### src/core/tmr_pkg.sv
// Overview of operation
// - Each legacy timer count is 16 bits as separate low and high bytes.
// - Each legacy timer has its own two-bit mode field in the mode register.
// - 13-bit mode: high byte holds upper eight bits, low byte bits 4..0.
// - 13-bit mode: low byte bits 7..5 hold whatever was written; software masks them.
// - 13-bit wrap to zero sets overflow flag; interrupt if enabled.
// - Counter-select set: count falling edges of the external count pin.
// - Counter-select clear: system clock if clock-select set, else prescaler.
// - Count only with run set and gate clear or gate input active.
// - Gate input active level comes from a per-timer polarity bit.
// - Setting run neither clears nor reloads; software preloads the count.
// - Second legacy timer mirrors the first with its own bits and inputs.
// - Third timer: two bytes; split bit picks 16-bit or dual 8-bit reload.
// - Third timer clock: system, system/12, or synchronized external/8.
// - Third timer 16-bit wrap loads reload pair and sets high overflow flag.
// - Third timer enable raises interrupt on every 16-bit overflow.
// - With low-byte enable also, low byte wrap raises interrupt too.
package tmr_pkg;
	localparam logic [3:0] ADDR_CTRL = 4'h0;
	localparam logic [3:0] ADDR_MODE = 4'h1;
	localparam logic [3:0] ADDR_A_LO = 4'h2;
	localparam logic [3:0] ADDR_A_HI = 4'h3;
	localparam logic [3:0] ADDR_B_LO = 4'h4;
	localparam logic [3:0] ADDR_B_HI = 4'h5;
	localparam logic [3:0] ADDR_CLKCTL = 4'h6;
	localparam logic [3:0] ADDR_EXTCFG = 4'h7;
	localparam logic [3:0] ADDR_IE = 4'h8;
	localparam logic [3:0] ADDR_T3_CTRL = 4'h9;
	localparam logic [3:0] ADDR_T3_LO = 4'hA;
	localparam logic [3:0] ADDR_T3_HI = 4'hB;
	localparam logic [3:0] ADDR_T3_RLL = 4'hC;
	localparam logic [3:0] ADDR_T3_RLH = 4'hD;
	localparam logic [3:0] ADDR_EIE = 4'hE;
	// Per legacy timer i: bit = base + stride * i
	localparam int RUN_BIT = 4;
	localparam int FLAG_BIT = 5;
	localparam int CTRL_STRIDE = 2;
	localparam int MODE_STRIDE = 4;
	localparam int CT_BIT = 2;
	localparam int GATE_BIT = 3;
	localparam int CLKSEL_BIT = 3;
	localparam int POL_BIT = 3;
	localparam int IE_BIT = 1;
	localparam int T3_SYSTEM_CLOCK_BIT = 6;
	localparam int T3_HFLAG = 7;
	localparam int T3_LFLAG = 6;
	localparam int T3_LIE = 5;
	localparam int T3_SPLIT = 3;
	localparam int T3_RUN = 2;
	localparam int T3_EXTCLK = 0;
	localparam int EIE_T3 = 7;
	localparam logic [5:0] PRESC_LAST = 6'h2F;
	localparam logic [2:0] EXT_DIV_LAST = 3'h7;
	localparam logic [7:0] BYTE_ONES = 8'hFF;
	localparam int NSYNC = 5;
	typedef enum logic [1:0] {
		TMR_MODE_13 = 2'b00,
		TMR_MODE_16 = 2'b01,
		TMR_MODE_8R = 2'b10,
		TMR_MODE_OFF = 2'b11
	} tmr_mode_t;
	typedef enum logic [1:0] {
		TMR_SCALE_12 = 2'b00,
		TMR_SCALE_4 = 2'b01,
		TMR_SCALE_48 = 2'b10,
		TMR_SCALE_EXT8 = 2'b11
	} tmr_scale_t;
endpackage : tmr_pkg

### src/core/tmr_timers.sv
// Decided for this implementation: the placing of the registers and the address-and-strobe port.
`timescale 1ns/1ps
module tmr_timers (
	input wire logic ref_clk,
	input wire logic rst_n,
	input wire logic [3:0] bus_addr,
	input wire logic [7:0] bus_wdata,
	input wire logic bus_wr,
	input wire logic bus_rd,
	output logic [7:0] bus_rdata,
	input wire logic timer_a_count_pin,
	input wire logic timer_b_count_pin,
	input wire logic ext_interrupt_a_input,
	input wire logic ext_interrupt_b_input,
	input wire logic ext_osc_clk,
	output logic timer_a_irq,
	output logic timer_b_irq,
	output logic third_timer_irq
);
	logic [7:0] ctrl_q, mode_q, clkctl_q, extcfg_q, ie_q, eie_q;
	logic [7:0] t3ctl_q, t3lo_q, t3hi_q, rll_q, rlh_q, rdata_q;
	logic [tmr_pkg::NSYNC-1:0] sync1_q, sync2_q, sync3_q, pins;
	logic [1:0] pin_fall, flag_set;
	logic [7:0] lo_v [2];
	logic [7:0] hi_v [2];
	logic [5:0] presc_q;
	logic [2:0] ext_div_q;
	logic tick4, tick12, tick48, ext_tick, presc_tick;
	logic ctrl_wr;

	assign pins = {ext_osc_clk, ext_interrupt_b_input, ext_interrupt_a_input,
		timer_b_count_pin, timer_a_count_pin};
	assign ctrl_wr = bus_wr && bus_addr == tmr_pkg::ADDR_CTRL;

	// First stage feeds only the second
	always_ff @(posedge ref_clk or negedge rst_n) begin
		if (!rst_n) begin
			sync1_q <= '0;
			sync2_q <= '0;
			sync3_q <= '0;
		end else begin
			sync1_q <= pins;
			sync2_q <= sync1_q;
			sync3_q <= sync2_q;
		end
	end
	assign pin_fall = sync3_q[1:0] & ~sync2_q[1:0];

	// Shared prescaler: one mod-48 counter yields /4, /12 and /48
	always_ff @(posedge ref_clk or negedge rst_n) begin
		if (!rst_n) begin
			presc_q <= '0;
		end else begin
			presc_q <= (presc_q == tmr_pkg::PRESC_LAST) ? '0 : presc_q + 6'h01;
		end
	end
	assign tick4 = presc_q[1:0] == 2'h3;
	assign tick12 = presc_q == 6'h0B || presc_q == 6'h17 || presc_q == 6'h23
		|| presc_q == tmr_pkg::PRESC_LAST;
	assign tick48 = presc_q == tmr_pkg::PRESC_LAST;

	// External oscillator is sampled, so it must run well below ref_clk / 2
	always_ff @(posedge ref_clk or negedge rst_n) begin
		if (!rst_n) begin
			ext_div_q <= '0;
		end else if (sync2_q[4] && !sync3_q[4]) begin
			ext_div_q <= ext_div_q + 3'h1;
		end
	end
	assign ext_tick = sync2_q[4] && !sync3_q[4] && ext_div_q == tmr_pkg::EXT_DIV_LAST;

	always_comb begin
		unique case (tmr_pkg::tmr_scale_t'(clkctl_q[1:0]))
			tmr_pkg::TMR_SCALE_12: presc_tick = tick12;
			tmr_pkg::TMR_SCALE_4: presc_tick = tick4;
			tmr_pkg::TMR_SCALE_48: presc_tick = tick48;
			tmr_pkg::TMR_SCALE_EXT8: presc_tick = ext_tick;
		endcase
	end

	for (genvar i = 0; i < 2; i++) begin : g_leg
		localparam logic [3:0] LO_A = (i == 0) ? tmr_pkg::ADDR_A_LO : tmr_pkg::ADDR_B_LO;
		localparam logic [3:0] HI_A = (i == 0) ? tmr_pkg::ADDR_A_HI : tmr_pkg::ADDR_B_HI;
		localparam int MB = tmr_pkg::MODE_STRIDE * i;
		localparam int FB = tmr_pkg::FLAG_BIT + tmr_pkg::CTRL_STRIDE * i;
		logic [7:0] lo_q, hi_q, lo_d, hi_d;
		logic [13:0] c13;
		logic [16:0] c16;
		logic [8:0] c8;
		logic tick, run, ovf, flag_q;
		always_comb begin
			tick = mode_q[MB + tmr_pkg::CT_BIT] ? pin_fall[i]
				: (clkctl_q[tmr_pkg::CLKSEL_BIT + i] | presc_tick);
			run = ctrl_q[tmr_pkg::RUN_BIT + tmr_pkg::CTRL_STRIDE * i]
				&& (!mode_q[MB + tmr_pkg::GATE_BIT]
				|| sync2_q[2 + i] == extcfg_q[tmr_pkg::POL_BIT + MB]);
			c13 = {1'b0, hi_q, lo_q[4:0]} + 14'h0001;
			c16 = {1'b0, hi_q, lo_q} + 17'h00001;
			c8 = {1'b0, lo_q} + 9'h001;
			lo_d = lo_q;
			hi_d = hi_q;
			ovf = 1'b0;
			if (run && tick) begin
				unique case (tmr_pkg::tmr_mode_t'(mode_q[MB +: 2]))
					tmr_pkg::TMR_MODE_13: begin
						lo_d = {lo_q[7:5], c13[4:0]};
						hi_d = c13[12:5];
						ovf = c13[13];
					end
					tmr_pkg::TMR_MODE_16: begin
						{hi_d, lo_d} = c16[15:0];
						ovf = c16[16];
					end
					tmr_pkg::TMR_MODE_8R: begin
						lo_d = c8[8] ? hi_q : c8[7:0];
						ovf = c8[8];
					end
					tmr_pkg::TMR_MODE_OFF: begin
					end
				endcase
			end
		end
		// Writes win over counting; run bit never touches the count
		always_ff @(posedge ref_clk or negedge rst_n) begin
			if (!rst_n) begin
				lo_q <= '0;
				hi_q <= '0;
			end else begin
				lo_q <= (bus_wr && bus_addr == LO_A) ? bus_wdata : lo_d;
				hi_q <= (bus_wr && bus_addr == HI_A) ? bus_wdata : hi_d;
			end
		end
		always_ff @(posedge ref_clk or negedge rst_n) begin
			if (!rst_n) begin
				flag_q <= 1'b0;
			end else begin
				flag_q <= (ctrl_wr ? bus_wdata[FB] : flag_q) | ovf;
			end
		end
		assign lo_v[i] = lo_q;
		assign hi_v[i] = hi_q;
		assign flag_set[i] = flag_q;
	end

	// Third timer
	logic t3_tick, t3_run, t3_lwrap, t3_hwrap, split;
	logic [7:0] t3lo_d, t3hi_d;
	assign split = t3ctl_q[tmr_pkg::T3_SPLIT];
	assign t3_run = t3ctl_q[tmr_pkg::T3_RUN];
	always_comb begin
		if (clkctl_q[tmr_pkg::T3_SYSTEM_CLOCK_BIT]) begin
			t3_tick = 1'b1;
		end else begin
			t3_tick = t3ctl_q[tmr_pkg::T3_EXTCLK] ? ext_tick : tick12;
		end
		t3_lwrap = t3_run && t3_tick && t3lo_q == tmr_pkg::BYTE_ONES;
		t3_hwrap = t3_run && t3_tick && t3hi_q == tmr_pkg::BYTE_ONES && (split || t3_lwrap);
		t3lo_d = t3lo_q;
		t3hi_d = t3hi_q;
		if (t3_run && t3_tick) begin
			if (split) begin
				t3lo_d = t3_lwrap ? rll_q : t3lo_q + 8'h01;
				t3hi_d = t3_hwrap ? rlh_q : t3hi_q + 8'h01;
			end else if (t3_hwrap) begin
				t3lo_d = rll_q;
				t3hi_d = rlh_q;
			end else begin
				t3lo_d = t3lo_q + 8'h01;
				t3hi_d = t3_lwrap ? t3hi_q + 8'h01 : t3hi_q;
			end
		end
	end

	always_ff @(posedge ref_clk or negedge rst_n) begin
		if (!rst_n) begin
			t3lo_q <= '0;
			t3hi_q <= '0;
		end else begin
			t3lo_q <= (bus_wr && bus_addr == tmr_pkg::ADDR_T3_LO) ? bus_wdata : t3lo_d;
			t3hi_q <= (bus_wr && bus_addr == tmr_pkg::ADDR_T3_HI) ? bus_wdata : t3hi_d;
		end
	end

	// Flags: a hardware set in the clearing cycle survives
	always_ff @(posedge ref_clk or negedge rst_n) begin
		if (!rst_n) begin
			t3ctl_q <= '0;
		end else if (bus_wr && bus_addr == tmr_pkg::ADDR_T3_CTRL) begin
			t3ctl_q <= bus_wdata;
			t3ctl_q[tmr_pkg::T3_HFLAG] <= bus_wdata[tmr_pkg::T3_HFLAG] | t3_hwrap;
			t3ctl_q[tmr_pkg::T3_LFLAG] <= bus_wdata[tmr_pkg::T3_LFLAG] | t3_lwrap;
		end else begin
			t3ctl_q[tmr_pkg::T3_HFLAG] <= t3ctl_q[tmr_pkg::T3_HFLAG] | t3_hwrap;
			t3ctl_q[tmr_pkg::T3_LFLAG] <= t3ctl_q[tmr_pkg::T3_LFLAG] | t3_lwrap;
		end
	end

	// Plain configuration registers
	always_ff @(posedge ref_clk or negedge rst_n) begin
		if (!rst_n) begin
			ctrl_q <= '0;
			mode_q <= '0;
			clkctl_q <= '0;
			extcfg_q <= '0;
			ie_q <= '0;
			eie_q <= '0;
			rll_q <= '0;
			rlh_q <= '0;
		end else if (bus_wr) begin
			unique case (bus_addr)
				tmr_pkg::ADDR_CTRL: ctrl_q <= bus_wdata;
				tmr_pkg::ADDR_MODE: mode_q <= bus_wdata;
				tmr_pkg::ADDR_CLKCTL: clkctl_q <= bus_wdata;
				tmr_pkg::ADDR_EXTCFG: extcfg_q <= bus_wdata;
				tmr_pkg::ADDR_IE: ie_q <= bus_wdata;
				tmr_pkg::ADDR_EIE: eie_q <= bus_wdata;
				tmr_pkg::ADDR_T3_RLL: rll_q <= bus_wdata;
				tmr_pkg::ADDR_T3_RLH: rlh_q <= bus_wdata;
				default: begin
				end
			endcase
		end
	end

	// Read data valid only in the cycle after the strobe
	always_ff @(posedge ref_clk or negedge rst_n) begin
		if (!rst_n) begin
			rdata_q <= '0;
		end else if (!bus_rd) begin
			rdata_q <= '0;
		end else begin
			unique case (bus_addr)
				tmr_pkg::ADDR_CTRL: rdata_q <= {flag_set[1], ctrl_q[6], flag_set[0], ctrl_q[4:0]};
				tmr_pkg::ADDR_MODE: rdata_q <= mode_q;
				tmr_pkg::ADDR_A_LO: rdata_q <= lo_v[0];
				tmr_pkg::ADDR_A_HI: rdata_q <= hi_v[0];
				tmr_pkg::ADDR_B_LO: rdata_q <= lo_v[1];
				tmr_pkg::ADDR_B_HI: rdata_q <= hi_v[1];
				tmr_pkg::ADDR_CLKCTL: rdata_q <= clkctl_q;
				tmr_pkg::ADDR_EXTCFG: rdata_q <= extcfg_q;
				tmr_pkg::ADDR_IE: rdata_q <= ie_q;
				tmr_pkg::ADDR_T3_CTRL: rdata_q <= t3ctl_q;
				tmr_pkg::ADDR_T3_LO: rdata_q <= t3lo_q;
				tmr_pkg::ADDR_T3_HI: rdata_q <= t3hi_q;
				tmr_pkg::ADDR_T3_RLL: rdata_q <= rll_q;
				tmr_pkg::ADDR_T3_RLH: rdata_q <= rlh_q;
				tmr_pkg::ADDR_EIE: rdata_q <= eie_q;
				default: rdata_q <= '0;
			endcase
		end
	end
	assign bus_rdata = rdata_q;

	assign timer_a_irq = flag_set[0] && ie_q[tmr_pkg::IE_BIT];
	assign timer_b_irq = flag_set[1] && ie_q[tmr_pkg::IE_BIT + tmr_pkg::CTRL_STRIDE];
	assign third_timer_irq = eie_q[tmr_pkg::EIE_T3] && (t3ctl_q[tmr_pkg::T3_HFLAG]
		|| (t3ctl_q[tmr_pkg::T3_LIE] && t3ctl_q[tmr_pkg::T3_LFLAG]));
endmodule : tmr_timers

### config.mk
export PLATFORM = sky130hd
export DESIGN_NAME = tmr_timers
export DESIGN_NICKNAME = d
export VERILOG_FILES = /design/src/core/tmr_pkg.sv /design/src/core/tmr_timers.sv
export SDC_FILE = /design/constraint.sdc
export NUM_CORES = 1
export LEC_CHECK = 0
export ABC_AREA = 1
export BUFFER_PORTS_ARGS = -buffer_cell sky130_fd_sc_hd__buf_2
export CAP_MARGIN = 20
export CORE_MARGIN = 3
export CORE_UTILIZATION = 50
export DETAILED_ROUTE_END_ITERATION = 6
export PLACE_DENSITY_LB_ADDON = 0.3
export SLEW_MARGIN = 20
export SYNTH_ARGS = -nofsm -noshare
export SYNTH_HDL_FRONTEND = slang
export SYNTH_SLANG_ARGS = --single-unit
### constraint.sdc
create_clock -name ref_clk -period 3.7 [get_ports ref_clk]
set_input_delay 0.37 -clock ref_clk [delete_from_list [all_inputs] [get_ports ref_clk]]
set_output_delay 0.37 -clock ref_clk [all_outputs]
set_load 0.01 [all_outputs]
==> out/metrics.yaml <==
outcome:
  outcome: "finished, violations left"
  violations: "hold timing"
finish:
  fin_cells: 1457
  n_antenna_cell: 0
  top_regs: "g_leg.hi_q x16, g_leg.lo_q x16"
  drive_above_1_share_pct: 11.8
  area_delta_synth_final_pct: 10.2
  post-route-util_pct: 56.6
  final_cell_area_um2: 9820
  nets: 1255
synthesis:
  yosysTopAreaCell: "dfrtp_1"
  synthCells: 1196
  ys_top_cells_by_area: "dfrtp_1, nand2_1, o21ai_0, inv_1, nand3_1"
  synth_top_area_share_pct: 42.1
  synth_area_per_cell_um2: 7.45
  syn-num-nets: 1232
  yosys_warnings: 0
  synth_edf_count: 0
  synth_area_um2: 8910
  ys_types: 52
  ys_ff_latch: 150
  synth_flop_cell: "dfrtp_1"
  ys_seq_area_share_pct: 42.1
  async_flop_share_pct: 100
global_routing:
  grt_max_degree: 85
  track_usage_pct: 27.6
  grt_pass1_wl_um: 42500
  grt_pass1_vias: 7571
  gr-total-overflow: 0
  antenna_found_initial: 0
clock_network:
  cts_buffers: 17
  clk_pin_slew_worst_paths_ns: 0.07
  cts.path.max_buffers: 2
  cts_tree: "built"
  postCtsHoldBufs: 0
  clock_sinks: 150
  clock-root-buffer: "clkbuf_16"
  post_cts_buffers: 0
  htreeDepth: 4
  insertion_delay_ns: 0.43
  cts_resized: 0
timing:
  holdWs_ns: -0.000719
  finClkSkew_ns: 0.0133
  fin_crit_ns: 2.26
  timing.fmax_ghz: 0.442
  setup_viol: 0
  hold_viol_final: 3
  relSlewSlack_pct: 42.6
  worst_pin_slew_ns: 0.861
  rsz0062_at_grt: "no"
  final_max_slew_viol_count: 0
  setup-tns-final_ns: 0
  min_period_over_period_pct: 61.1
worst_setup_path:
  crit_path_end_kind: "register"
  arrival_ns: 2.58
  required_ns: 4.02
  crit_fanout: 19
  crit_type: "register to register"
  slowest_delay_ns: 0.45
  cp-start-kind: "register"
  path_cells: "ha_1 > nand3_2 > nor2_2 > nand4_1 > nand2_2 > nand4_4 > clkinv_2 > nand2_1 > nand3_1 > nand2_1 > nand2_1 > nand2_1"
  cp_common_cell: "nand2_1"
  crit_slowest_cell: "dfrtp_1"
job:
  maxCapViolations: 0
power_and_ir_drop:
  p_leak_uw: 0.00459
  ir_worst_vdd_uv: 355
  power.density_nw_per_um2: 599
drt:
  wl_met1_um: 11600
  firstDrtPassIters: 6
  highest_layer: "met4"
  drt-initial-drc-count: 1036
  antenna_left: 0
  drc: 0
  wl_met3_um: 2680
  vias_per_cell: 5.81
  post_drt_wl_per_cell_um: 18.2
  wl_met2_um: 11400
  vias: 8466
  postRouteWirelength_um: 26500
placed_design:
  io_buffers: 31
  place_area_um2: 9240
  dp_hpwl_um: 18900
  numPlacedInstances: 1425
  gp_congestion: 1.00
floorplan:
  die_w_um: 139
  io_pins: 32
  coreArea_um2: 17400
  die-area_um2: 19500
  rows: 48
  start_util_pct: 51.3
  die_h_um: 139
hold_path:
  hold_class: "input pin to async pin"
==> where the power goes <==
group,switching [uW],internal [uW]
logic,1020,612
clock network,774,912
registers,518,2050
==> worst max-delay path: cells and delay by family (launching register included) <==
family | cells | cell delay [ns]
and+or+nand+nor | 10 | 1.23
DFF | 1 | 0.45
buffers and inverters | 1 | 0.24
adders and majority gates | 1 | 0.23
==> through the flow <==
| stage | total power, uW | setup slack, ns |
|---|---|---|
| finish | 5880 | 1.44 |
| global placement | 4140 | 1.43 |
| floorplan | 3620 | 1.89 |
| detailed placement | 4170 | 1.33 |
| CTS | 5860 | 1.46 |
| global route | 6250 | 1.14 |
==> cells in the mapped netlist (all sizes together), types with 5 or more instances <==
cell type,count
a21oi,38
a221oi,9
a31oi,5
buf,6
clkbuf,24
dfrtp,150
ha,15
inv,141
nand2,370
nand3,71
nand4,18
nor2,73
nor3,23
nor4,5
o2111ai,8
o211ai,12
o21ai,155
o22ai,20
xnor2,6
xor2,25
==> layout make-up <==
class	count	area, um^2
multi-input combinational	873	4490
fill	1602	7540
clock inverter	13	130
tap	225	282
sequential	150	3750
inverter	143	538
clock buffer	19	443
timing repair buffer	34	184
==> worst paths after layout <==
kind | slack (ns) | to | cells past startpoint | startpoint
setup / recovery | 1.44 | t3lo_q[0]$_DFFE_PN0P_ | 12 | t3lo_q[0]$_DFFE_PN0P_
hold / removal | -0.0007 | g_leg[1].hi_q[6]$_DFFE_PN0P_ | 1 | rst_n
setup reg to reg | 1.44 | t3lo_q[0]$_DFFE_PN0P_ | 12 | t3lo_q[0]$_DFFE_PN0P_
hold reg to reg | 0.35 | sync2_q[1]$_DFF_PN0_ | 0 | sync1_q[1]$_DFF_PN0_
max in group asynchronous | 2.85 | clkctl_q[4]$_DFFE_PN0P_ | 2 | rst_n
min in group ref_clk | 0.05 | sync1_q[3]$_DFF_PN0_ | 1 | ext_interrupt_b_input
==> layer usage <==
| layer | global-route usage, % | vias up |
|---|---|---|
| met3 | 4.98 | 58 |
| li1 | - | 4025 |
| met2 | 40.6 | 443 |
| met5 | 0 | - |
| met1 | 41.5 | 3940 |
| met4 | 8.24 | 0 |
==> cells by family (layout without fill, tap and decap cells) <==
| logic type | after synthesis | after routing | synth area share, % |
|---|---|---|---|
| buffers and inverters | 173 | 209 | 7.49 |
| adder cells (fa/ha/maj) | 15 | 15 | 2.11 |
| AO/OA/AOI/OAI | 261 | 261 | 17.0 |
| multiplexers | 2 | 2 | 0.253 |
| XOR/XNOR | 31 | 31 | 3.05 |
| flip-flops | 150 | 150 | 42.1 |
| AND/OR/NAND/NOR | 564 | 564 | 27.9 |
==> placed cells by master (no fill, tap or decap), types with 15 or more instances in the layout <==
| cell type | n |
|---|---|
| a21oi_1 | 37 |
| o21ai_0 | 114 |
| nor3_1 | 20 |
| o21ai_1 | 34 |
| nand4_1 | 16 |
| buf_2 | 30 |
| xor2_1 | 25 |
| o22ai_1 | 20 |
| dfrtp_1 | 150 |
| inv_2 | 25 |
| inv_1 | 116 |
| nand3_1 | 63 |
| nor2_1 | 58 |
| nand2_1 | 356 |
| ha_1 | 15 |
| clkbuf_16 | 17 |
Note: power is estimated with default switching activity, not from simulation.
